[config.mk]
export PLATFORM = sky130hd
export DESIGN_NAME = bioce_top
export DESIGN_NICKNAME = d
export VERILOG_FILES = /design/src/bioce_pkg.sv /design/src/bioce_pat_if.sv /design/src/bioce_pat_match.sv /design/src/bioce_pos_cmp.sv /design/src/bioce_top.sv
export VERILOG_INCLUDE_DIRS = /design/src /design/src/src
export SDC_FILE = /design/constraint.sdc
export NUM_CORES = 2
export LEC_CHECK = 0
export ABC_AREA = 1
export BUFFER_PORTS_ARGS = -buffer_cell sky130_fd_sc_hd__buf_2
export CORE_AREA = 2 2 546 548
export DETAILED_ROUTE_END_ITERATION = 8
export DIE_AREA = 0 0 548 550
export GPL_TIMING_DRIVEN = 0
export PLACE_DENSITY = 0.4
export SLEW_MARGIN = 20
export SYNTH_ARGS = -nofsm -noshare
export SYNTH_HDL_FRONTEND = slang
export SYNTH_SLANG_ARGS = --single-unit
[constraint.sdc]
create_clock -name clk_i -period 10.47 [get_ports clk_i]
set_input_delay 1.5705 -clock clk_i [delete_from_list [all_inputs] [get_ports clk_i]]
set_output_delay 1.5705 -clock clk_i [all_outputs]
set_load 0.005 [all_outputs]
[src/bioce_cfg.svh]
`ifndef BIOCE_CFG_SVH
`define BIOCE_CFG_SVH
// command codes on the command port
`define BIOCE_OP_OUT_VALUE 4'h1
`define BIOCE_OP_OUT_PATTERN 4'h2
`define BIOCE_OP_IN_PATTERN 4'h3
`define BIOCE_OP_POS_TEST 4'h4
`define BIOCE_OP_POS_LIMIT 4'h5
`define BIOCE_OP_CHANGE_DATA 4'h6
`define BIOCE_OP_COPY_IO 4'h7
`define BIOCE_OP_ZERO_AXIS 4'h8
// pattern codes
`define BIOCE_PAT_OFF 2'h0
`define BIOCE_PAT_ON 2'h1
`define BIOCE_PAT_IGNORE 2'h2
// change operations and types
`define BIOCE_CHG_ADD 2'h0
`define BIOCE_CHG_POS 2'h1
`define BIOCE_CHG_NEG 2'h2
`define BIOCE_CHG_OVR 2'h3
`define BIOCE_TYPE_FIRST 2'h1
`define BIOCE_TYPE_SECOND 2'h2
// copy sources
`define BIOCE_SRC_AUX_IN 2'h0
`define BIOCE_SRC_AUX_OUT 2'h1
`define BIOCE_SRC_SYS_IN 2'h2
`define BIOCE_SRC_SYS_OUT 2'h3
// encoder settings
`define BIOCE_ENC_INCR 2'h1
`define BIOCE_ENC_ABS 2'h2
// ranges
`define BIOCE_OUT_FIRST_MAX 7'h63
`define BIOCE_CPY_SRC_MAX 7'h5A
`define BIOCE_CPY_DST_MAX 7'h50
`define BIOCE_CPY_CNT_MAX 4'h9
`define BIOCE_BANK_MAX 4'h9
`endif

[src/bioce_pkg.sv]
package bioce_pkg;
    typedef enum logic [1:0] {BIOCE_IDLE, BIOCE_EVAL, BIOCE_WAIT_LOCK, BIOCE_DONE} bioce_state_t;
endpackage : bioce_pkg

[src/bioce_pat_if.sv]
`timescale 1ns/100ps
// pattern check request and verdict between top and matcher
interface bioce_pat_if;
    logic [9:0] bits;
    logic [19:0] codes;
    logic match;
    modport host (output bits, output codes, input match);
    modport matcher (input bits, input codes, output match);
endinterface : bioce_pat_if

[src/bioce_pat_match.sv]
`timescale 1ns/100ps
`include "bioce_cfg.svh"
// ten-point pattern compare, purely combinational
module bioce_pat_match (
    bioce_pat_if.matcher pat
);
    logic [9:0] ok;
    // one comparator per point; an illegal code never matches
    genvar g;
    generate
        for (g = 0; g < 10; g++) begin : g_pt
            always_comb begin
                unique case (pat.codes[2*g +: 2])
                    `BIOCE_PAT_OFF: ok[g] = ~pat.bits[g];
                    `BIOCE_PAT_ON: ok[g] = pat.bits[g];
                    `BIOCE_PAT_IGNORE: ok[g] = 1'b1;
                    default: ok[g] = 1'b0;
                endcase
            end
        end
    endgenerate
    assign pat.match = &ok;
endmodule : bioce_pat_match

[src/bioce_pos_cmp.sv]
`timescale 1ns/100ps
// position window and limit compare on scaled values
module bioce_pos_cmp #(
    parameter int W = 32
) (
    input wire logic signed [W-1:0] act_i,
    input wire logic signed [W-1:0] tgt_i,
    input wire logic signed [W-1:0] prog_i,
    input wire logic [W-1:0] tol_i,
    input wire logic three_dec_i,
    output logic in_window_o,
    output logic at_limit_o
);
    logic signed [W+3:0] prog_s;
    logic signed [W+3:0] diff;
    // programmed value with two places is scaled to thousandths
    always_comb begin
        prog_s = three_dec_i ? (W+4)'(prog_i) : (W+4)'(prog_i) * (W+4)'(10);
        diff = (W+4)'(act_i) - prog_s;
        if (diff < 0) begin
            diff = -diff;
        end
        in_window_o = diff <= $signed({4'h0, tol_i});
        at_limit_o = ((W+4)'(act_i) >= prog_s) || ((W+4)'(tgt_i) >= prog_s);
    end
endmodule : bioce_pos_cmp

[src/bioce_top.sv]
`timescale 1ns/100ps
`include "bioce_cfg.svh"
// Function
// - target equals offset plus value times length
// - consecutive outputs weighted 1 up to 128
// - first output selectable 01 through 99
// - output pattern codes off, on, ignore
// - output pattern jumps only on full match
// - input pattern codes off, on, ignore
// - input pattern jumps only on full match
// - position test jumps within tolerance
// - position test only scanned after homing
// - limit jumps when actual or target reaches
// - limit branch only scanned after homing
// - positions use two or three decimals
// - type code picks first or second variable
// - operation add, positive, negative, overwrite
// - plus adds, minus subtracts change amount
// - change always advances to next block
// - single-variable targets ignore type code
// - one store change at a time
// - copy source code picks bank
// - copy one to nine consecutive points
// - axis clear loads zero plus offset
// - axis clear needs known encoder
module bioce_top #(
    parameter int W = 32,
    parameter int BLK_W = 12
) (
    input wire logic clk_i,
    input wire logic rst_i,
    // command from the sequencer
    input wire logic cmd_valid_i,
    input wire logic [3:0] cmd_op_i,
    input wire logic [BLK_W-1:0] cur_block_i,
    input wire logic [BLK_W-1:0] cmd_target_i,
    input wire logic [BLK_W-1:0] cmd_length_i,
    input wire logic [6:0] cmd_first_i,
    input wire logic [6:0] cmd_second_i,
    input wire logic [3:0] cmd_count_i,
    input wire logic [19:0] cmd_codes_i,
    input wire logic [1:0] cmd_axis_i,
    input wire logic signed [W-1:0] cmd_value_i,
    input wire logic [1:0] cmd_type_i,
    input wire logic [1:0] cmd_chg_op_i,
    input wire logic cmd_minus_i,
    // program store view of the destination block
    input wire logic dst_valid_i,
    input wire logic dst_single_var_i,
    input wire logic signed [W-1:0] dst_var1_i,
    input wire logic signed [W-1:0] dst_var2_i,
    // shared lock for change, transfer and write commands
    input wire logic lock_busy_i,
    // i/o banks, point n at bit n
    input wire logic [99:0] aux_in_i,
    input wire logic [99:0] aux_out_i,
    input wire logic [99:0] sys_in_i,
    input wire logic [99:0] sys_out_i,
    // axis state and settings, four axes packed
    input wire logic [4*W-1:0] act_pos_i,
    input wire logic [4*W-1:0] tgt_pos_i,
    input wire logic [3:0] homed_i,
    input wire logic [4*W-1:0] switching_tolerance_i,
    input wire logic [7:0] encoder_type_setting_i,
    input wire logic [4*W-1:0] position_offset_setting_i,
    input wire logic decimal_places_setting_i,
    // results
    output logic done_o,
    output logic [BLK_W-1:0] next_block_o,
    output logic illegal_cmd_o,
    output logic lock_hold_o,
    output logic dst_we_o,
    output logic dst_sel2_o,
    output logic signed [W-1:0] dst_wdata_o,
    output logic out_we_o,
    output logic [99:0] out_mask_o,
    output logic [99:0] out_data_o,
    output logic axis_we_o,
    output logic [1:0] axis_sel_o,
    output logic signed [W-1:0] axis_wdata_o,
    output logic [3:0] homed_set_o
);
    // ****************
    // state record
    // ****************
    typedef struct packed {
        bioce_pkg::bioce_state_t st;
        logic done;
        logic [BLK_W-1:0] next_block;
        logic illegal;
        logic lock_hold;
        logic dst_we;
        logic dst_sel2;
        logic [W-1:0] dst_wdata;
        logic out_we;
        logic [99:0] out_mask;
        logic [99:0] out_data;
        logic axis_we;
        logic [1:0] axis_sel;
        logic [W-1:0] axis_wdata;
        logic [3:0] homed_set;
    } bioce_regs_t;

    bioce_regs_t r;
    bioce_regs_t next_r;

    // ****************
    // helpers
    // ****************
    bioce_pat_if pat ();
    logic [99:0] bank_src;
    logic [6:0] bank_base;
    logic signed [W-1:0] ax_act;
    logic signed [W-1:0] ax_tgt;
    logic [W-1:0] ax_tol;
    logic [1:0] ax_enc;
    logic in_window;
    logic at_limit;
    logic [7:0] out_value;
    logic [99:0] src_bank;
    logic [99:0] cpy_mask;
    logic [99:0] cpy_data;
    logic signed [W:0] chg_sum;
    logic signed [W-1:0] chg_old;

    // per-axis fields; axis 1..4 arrives as 0..3
    assign ax_act = act_pos_i[cmd_axis_i*W +: W];
    assign ax_tgt = tgt_pos_i[cmd_axis_i*W +: W];
    assign ax_tol = switching_tolerance_i[cmd_axis_i*W +: W];
    assign ax_enc = encoder_type_setting_i[cmd_axis_i*2 +: 2];

    // pattern bank: points 10*bank .. 10*bank+9
    always_comb begin
        bank_base = 7'(cmd_first_i[3:0]) * 7'hA;
        bank_src = (cmd_op_i == `BIOCE_OP_IN_PATTERN) ? aux_in_i : aux_out_i;
    end
    assign pat.bits = bank_src[bank_base +: 10];
    assign pat.codes = cmd_codes_i;

    bioce_pat_match u_pat (
        .pat(pat)
    );

    bioce_pos_cmp #(.W(W)) u_pos (
        .act_i(ax_act),
        .tgt_i(ax_tgt),
        .prog_i(cmd_value_i),
        .tol_i(ax_tol),
        .three_dec_i(decimal_places_setting_i),
        .in_window_o(in_window),
        .at_limit_o(at_limit)
    );

    // first output weight 1, doubling per output
    genvar g;
    generate
        for (g = 0; g < 8; g++) begin : g_val
            assign out_value[g] = (4'(g) < cmd_count_i) ? aux_out_i[cmd_first_i + 7'(g)] : 1'b0;
        end
    endgenerate

    // copy source bank and destination window
    always_comb begin
        unique case (cmd_type_i)
            `BIOCE_SRC_AUX_IN: src_bank = aux_in_i;
            `BIOCE_SRC_AUX_OUT: src_bank = aux_out_i;
            `BIOCE_SRC_SYS_IN: src_bank = sys_in_i;
            `BIOCE_SRC_SYS_OUT: src_bank = sys_out_i;
        endcase
        cpy_mask = '0;
        cpy_data = '0;
        for (int i = 0; i < 9; i++) begin
            if (4'(i) < cmd_count_i) begin
                cpy_mask[cmd_second_i + 7'(i)] = 1'b1;
                cpy_data[cmd_second_i + 7'(i)] = src_bank[cmd_first_i + 7'(i)];
            end
        end
    end

    // change amount applied to the selected variable
    always_comb begin
        chg_old = (dst_single_var_i || cmd_type_i == `BIOCE_TYPE_FIRST) ? dst_var1_i : dst_var2_i;
        chg_sum = cmd_minus_i ? ((W+1)'(chg_old) - (W+1)'(cmd_value_i))
                              : ((W+1)'(chg_old) + (W+1)'(cmd_value_i));
    end

    // ****************
    // next state
    // ****************
    always_comb begin
        next_r = r;
        next_r.done = 1'b0;
        next_r.dst_we = 1'b0;
        next_r.out_we = 1'b0;
        next_r.axis_we = 1'b0;
        next_r.homed_set = 4'h0;
        next_r.illegal = 1'b0;
        unique case (r.st)
            bioce_pkg::BIOCE_IDLE: begin
                if (cmd_valid_i) begin
                    next_r.st = bioce_pkg::BIOCE_EVAL;
                end
            end
            bioce_pkg::BIOCE_EVAL, bioce_pkg::BIOCE_WAIT_LOCK: begin
                // default is stepping on to the next block
                next_r.next_block = BLK_W'(cur_block_i + 1'b1);
                next_r.st = bioce_pkg::BIOCE_DONE;
                next_r.done = 1'b1;
                unique case (cmd_op_i)
                    `BIOCE_OP_OUT_VALUE: begin
                        if (cmd_first_i >= 7'h01 && cmd_first_i <= `BIOCE_OUT_FIRST_MAX) begin
                            next_r.next_block = BLK_W'(cmd_target_i + cmd_length_i * BLK_W'(out_value));
                        end else begin
                            next_r.illegal = 1'b1;
                        end
                    end
                    `BIOCE_OP_OUT_PATTERN, `BIOCE_OP_IN_PATTERN: begin
                        if (cmd_first_i[3:0] > `BIOCE_BANK_MAX) begin
                            next_r.illegal = 1'b1;
                        end else if (pat.match) begin
                            next_r.next_block = cmd_target_i;
                        end
                    end
                    `BIOCE_OP_POS_TEST: begin
                        if (homed_i[cmd_axis_i] && in_window) begin
                            next_r.next_block = cmd_target_i;
                        end
                    end
                    `BIOCE_OP_POS_LIMIT: begin
                        if (homed_i[cmd_axis_i] && at_limit) begin
                            next_r.next_block = cmd_target_i;
                        end
                    end
                    `BIOCE_OP_CHANGE_DATA: begin
                        if (lock_busy_i && !r.lock_hold) begin
                            // another task owns the store; hold the command
                            next_r.st = bioce_pkg::BIOCE_WAIT_LOCK;
                            next_r.done = 1'b0;
                        end else if (dst_valid_i) begin
                            next_r.dst_sel2 = !dst_single_var_i && cmd_type_i == `BIOCE_TYPE_SECOND;
                            unique case (cmd_chg_op_i)
                                `BIOCE_CHG_ADD: begin
                                    next_r.dst_we = 1'b1;
                                    next_r.dst_wdata = W'(chg_sum);
                                end
                                `BIOCE_CHG_POS: begin
                                    next_r.dst_we = !chg_sum[W] && chg_sum != '0;
                                    next_r.dst_wdata = W'(chg_sum);
                                end
                                `BIOCE_CHG_NEG: begin
                                    next_r.dst_we = chg_sum[W];
                                    next_r.dst_wdata = W'(chg_sum);
                                end
                                `BIOCE_CHG_OVR: begin
                                    next_r.dst_we = 1'b1;
                                    next_r.dst_wdata = cmd_minus_i ? W'(-cmd_value_i) : cmd_value_i;
                                end
                            endcase
                        end
                    end
                    `BIOCE_OP_COPY_IO: begin
                        if (cmd_count_i == 4'h0 || cmd_count_i > `BIOCE_CPY_CNT_MAX
                            || cmd_first_i == 7'h00 || cmd_first_i > `BIOCE_CPY_SRC_MAX
                            || cmd_second_i == 7'h00 || cmd_second_i > `BIOCE_CPY_DST_MAX) begin
                            next_r.illegal = 1'b1;
                        end else begin
                            next_r.out_we = 1'b1;
                            next_r.out_mask = cpy_mask;
                            next_r.out_data = cpy_data;
                        end
                    end
                    `BIOCE_OP_ZERO_AXIS: begin
                        if (ax_enc == `BIOCE_ENC_INCR || ax_enc == `BIOCE_ENC_ABS) begin
                            next_r.axis_we = 1'b1;
                            next_r.axis_sel = cmd_axis_i;
                            next_r.axis_wdata = position_offset_setting_i[cmd_axis_i*W +: W];
                            // incremental encoders become homed
                            if (ax_enc == `BIOCE_ENC_INCR) begin
                                next_r.homed_set[cmd_axis_i] = 1'b1;
                            end
                        end else begin
                            next_r.illegal = 1'b1;
                        end
                    end
                    default: begin
                        next_r.illegal = 1'b1;
                    end
                endcase
                // lock held only over the store write
                next_r.lock_hold = (cmd_op_i == `BIOCE_OP_CHANGE_DATA) && next_r.done;
            end
            bioce_pkg::BIOCE_DONE: begin
                // wait for the sequencer to drop its request
                next_r.lock_hold = 1'b0;
                if (!cmd_valid_i) begin
                    next_r.st = bioce_pkg::BIOCE_IDLE;
                end
            end
        endcase
    end

    // ****************
    // registers
    // ****************
    always_ff @(posedge clk_i) begin
        if (rst_i) begin
            r <= '0;
            r.st <= bioce_pkg::BIOCE_IDLE;
        end else begin
            r <= next_r;
        end
    end

    assign done_o = r.done;
    assign next_block_o = r.next_block;
    assign illegal_cmd_o = r.illegal;
    assign lock_hold_o = r.lock_hold;
    assign dst_we_o = r.dst_we;
    assign dst_sel2_o = r.dst_sel2;
    assign dst_wdata_o = r.dst_wdata;
    assign out_we_o = r.out_we;
    assign out_mask_o = r.out_mask;
    assign out_data_o = r.out_data;
    assign axis_we_o = r.axis_we;
    assign axis_sel_o = r.axis_sel;
    assign axis_wdata_o = r.axis_wdata;
    assign homed_set_o = r.homed_set;
endmodule : bioce_top

==> impl_metrics.toml <==
[logic_synthesis]
synthCells = 11600
yosys_warnings = 0
synthArstFlopShare = 0
synth.distinct_cells = 74
synth-edff-count = 0
synth_top_family_by_area = "simple AND/OR/NAND/NOR gates"
syn_avg_cell_area_sq_um = 5.30
synth_xor_area_frac = 0.0266
synthesis.area_sq_mm = 0.0614
syn_nets = 13000
synth_ff_type = "dfxtp_1"
synthAdderAreaFrac = 0.0660
ys_ff_latch = 291
synth_compound_area_frac = 0.251
synthMuxAreaShare = 0.0138
yosysSeqAreaShare = 0.0948
synth-simple-area-share = 0.381

[routing]
num_vias = 95100
drt_pass1_iterations = 6
routed_via_density = 5.51
drtIter0Drc = 13600
drt-total-wl_mm = 625
wl_met3_mm = 68.5
highest_layer = "met5"
drc = 0
final_antenna_net_count = 0
wl_per_cell_um = 36.2
wl_met2_mm = 260
wl_met1_mm = 238

[global_routing]
grt_max_degree = 15
grt_usage = 0.394
globalRoute.totalOverflow = 0
grt_pass1_vias = 87000
grt_pass1_wl_mm = 803
antenna_found_initial = 216

[cells_and_area]
nFillCells = 35600
fin_util = 0.259
final_nets = 14500
drive_gt1_frac = 0.175
syn_to_final_growth_pct = 24.8
design_area_sq_mm = 0.0767
fin_cells = 17300

[critical_path]
crit_fanout = 10
cp-end-kind = "register"
slowest_delay_ps = 540
worstPathArrival_ps = 10500
crit_slowest_cell = "fa_1"
path_common_cell = "nand2_1"
cp-start-kind = "input pin"
crit_required_ps = 10930
path_class = "in -> reg"

[sta]
hold_ws_ps = 464
period_needed_ps = 10040
setup_violations = 0
finalClockSkew_ps = 52.2
slew_headroom = 0.0297
tns_ps = 0
worst_pin_slew_ps = 1440
max_freq_ghz = 0.0996
maxSlewViolCount = 0
final-hold-violation-count = 0
min_period_over_period = 0.959
setup_ws_ps = 433
rsz0062_at_grt = "no"

[clock_network]
hold_buffers = 0
worst_skew_pair.late_latency_ps = 660
numClockSinks = 291
clockRootBuffer = "clkbuf_16"
cts-htree-levels = 2
cts_buffers = 38
cts_tree = "yes"
clk_path_buf_depth = 3
path_clk_slew_ps = 60

[floorplanning]
die_w_um = 548
io_pins = 1401
core_sq_mm = 0.296
dieArea_sq_mm = 0.301
initial_utilization = 0.208
rows = 200
die_height_um = 550

[power]
switchingPower_mw = 4.84
swShare = 0.586
clockPowerShare = 0.174
seqPwrFrac = 0.139
comb_power_share = 0.686
irDropWorstVdd_uv = 111
power_mw = 8.26
p_per_area_mw_per_mm2 = 108
p_leak_nw = 36.0
p_int_mw = 3.42

[placed_design]
dp.cells = 17000
dp_slack_ps = -1570
routabilityCongestion = 1.13
postPlaceCellArea_sq_mm = 0.0746
dp_hpwl_mm = 523
portBuffers = 1392

[run_status]
outcome = "completed"

[min_path]
hold_path.class = "reg -> reg"

[job]
cap_violations = 0
-- kinds of logic after synthesis --
group,count (synthesis)
muxes,81
DFF,291
buffers and inverters,2367
xor gates and xnor gates,178
and+or+nand+nor,5680
AOI/OAI and AO/OA,2705
adders and majority gates,294
-- registers in the layout, indices dropped and copies added (netlist names) --
register	flops
out_data_o	100
out_mask_o	100
axis_wdata_o	32
dst_wdata_o	32
next_block_o	12
homed_set_o	4
axis_sel_o	2
r	2
axis_we_o	1
done_o	1
dst_sel2_o	1
dst_we_o	1
illegal_cmd_o	1
lock_hold_o	1
out_we_o	1
-- worst max-delay path, delay by kind of cell --
| kind | cells | cell delay (ps) |
|---|---|---|
| xor gates and xnor gates | 2 | 460 |
| adders and majority gates | 6 | 2760 |
| AOI/OAI and AO/OA | 5 | 640 |
| buffers and inverters | 11 | 2730 |
| and+or+nand+nor | 19 | 2290 |
-- power groups by stage --
stage                     registers, mW  logic (mW)  clock network, mW
after floorplan                    1.16        2.88                  0
after global placement             1.18        5.39                  0
after detailed placement           1.18        5.41                  0
after CTS                          1.15        5.44               1.47
after global routing               1.15        5.92               1.50
final                              1.15        5.67               1.44
-- layout make-up --
type / instances / area, sq um / share of cell area
antenna: 235 / 588 / 0.00767
buffer: 930 / 4980 / 0.0649
clock buffer: 54 / 1110 / 0.0145
clock inverter: 14 / 164 / 0.00214
inverter: 1433 / 5390 / 0.0703
multi-input combinational: 8938 / 45700 / 0.595
sequential: 291 / 5830 / 0.0760
tap: 3939 / 4930 / 0.0643
timing repair buffer: 1443 / 8030 / 0.105
-- worst paths after layout --
kind,slack [ps],depth (start not counted),end,from
max,430,43,next_block_o[11],cmd_first_i[0]
min,460,2,out_data_o[90],out_data_o[90]
max reg2reg,4120,11,out_mask_o[98],r[290]
min reg2reg,460,2,out_data_o[90],out_data_o[90]
-- synthesized netlist by cell type, types with 15 or more instances --
| library cell | n | area share |
|---|---|---|
| nand2_1 | 3098 | 0.19 |
| inv_1 | 1366 | 0.083 |
| nor2_1 | 1359 | 0.083 |
| o21ai_0 | 1148 | 0.094 |
| nand3_1 | 726 | 0.059 |
| a21oi_1 | 679 | 0.055 |
| clkbuf_1 | 425 | 0.026 |
| buf_4 | 298 | 0.036 |
| dfxtp_1 | 291 | 0.095 |
| ha_1 | 244 | 0.050 |
| o22ai_1 | 174 | 0.018 |
| nor3_1 | 144 | 0.012 |
| buf_2 | 137 | 0.011 |
| xor2_1 | 127 | 0.018 |
| o21ai_1 | 124 | 0.010 |
| a22oi_1 | 123 | 0.015 |
| nand4_1 | 114 | 0.012 |
| nor4_1 | 112 | 0.011 |
| o211ai_1 | 91 | 0.011 |
| a31oi_1 | 68 | 0.0069 |
| buf_1 | 67 | 0.0041 |
| fa_1 | 50 | 0.016 |
| mux2i_1 | 50 | 0.0081 |
| clkinv_1 | 44 | 0.0027 |
| o2111ai_1 | 42 | 0.0060 |
| a221oi_1 | 41 | 0.0058 |
| xnor2_1 | 41 | 0.0058 |
| a22o_1 | 38 | 0.0054 |
| o221ai_1 | 37 | 0.0053 |
| mux2_2 | 31 | 0.0057 |
| or2_2 | 29 | 0.0030 |
| inv_2 | 23 | 0.0014 |
| nand3b_1 | 23 | 0.0028 |
| nand2_2 | 22 | 0.0022 |
| a41oi_1 | 17 | 0.0024 |
| o21a_1 | 17 | 0.0021 |
| o31ai_1 | 15 | 0.0018 |
-- layout by cell type, fill, tap and decap left out, types with 29 or more instances in the layout --
| master | n |
|---|---|
| a21oi_1 | 675 |
| a221oi_1 | 40 |
| a22o_1 | 38 |
| a22oi_1 | 123 |
| a31oi_1 | 68 |
| buf_1 | 50 |
| buf_2 | 1529 |
| buf_4 | 308 |
| clkbuf_1 | 327 |
| clkbuf_16 | 38 |
| clkbuf_2 | 114 |
| clkinv_1 | 39 |
| dfxtp_1 | 291 |
| diode_2 | 235 |
| fa_1 | 50 |
| ha_1 | 244 |
| inv_1 | 1366 |
| mux2_2 | 31 |
| mux2i_1 | 50 |
| nand2_1 | 3094 |
| nand3_1 | 725 |
| nand4_1 | 114 |
| nor2_1 | 1338 |
| nor3_1 | 143 |
| nor4_1 | 106 |
| o2111ai_1 | 42 |
| o211ai_1 | 91 |
| o21ai_0 | 1110 |
| o21ai_1 | 159 |
| o221ai_1 | 37 |
| o22ai_1 | 174 |
| or2_2 | 29 |
| xnor2_1 | 41 |
| xor2_1 | 123 |
-- routing by layer --
layer,GRT usage,up-vias
met2,0.584,6478
li1,-,41300
met1,0.473,45600
met5,0,-
met4,0.312,76
met3,0.118,1674
-- what timing repair did --
| item | CTS | global route |
|---|---|---|
| setup endpoints to repair | 8 | 12 |
| buffers inserted | 2 | 3 |
| pin swaps | 1 | 2 |
| gates resized for setup | 8 | 78 |
Note: power is estimated with default switching activity, not from simulation.
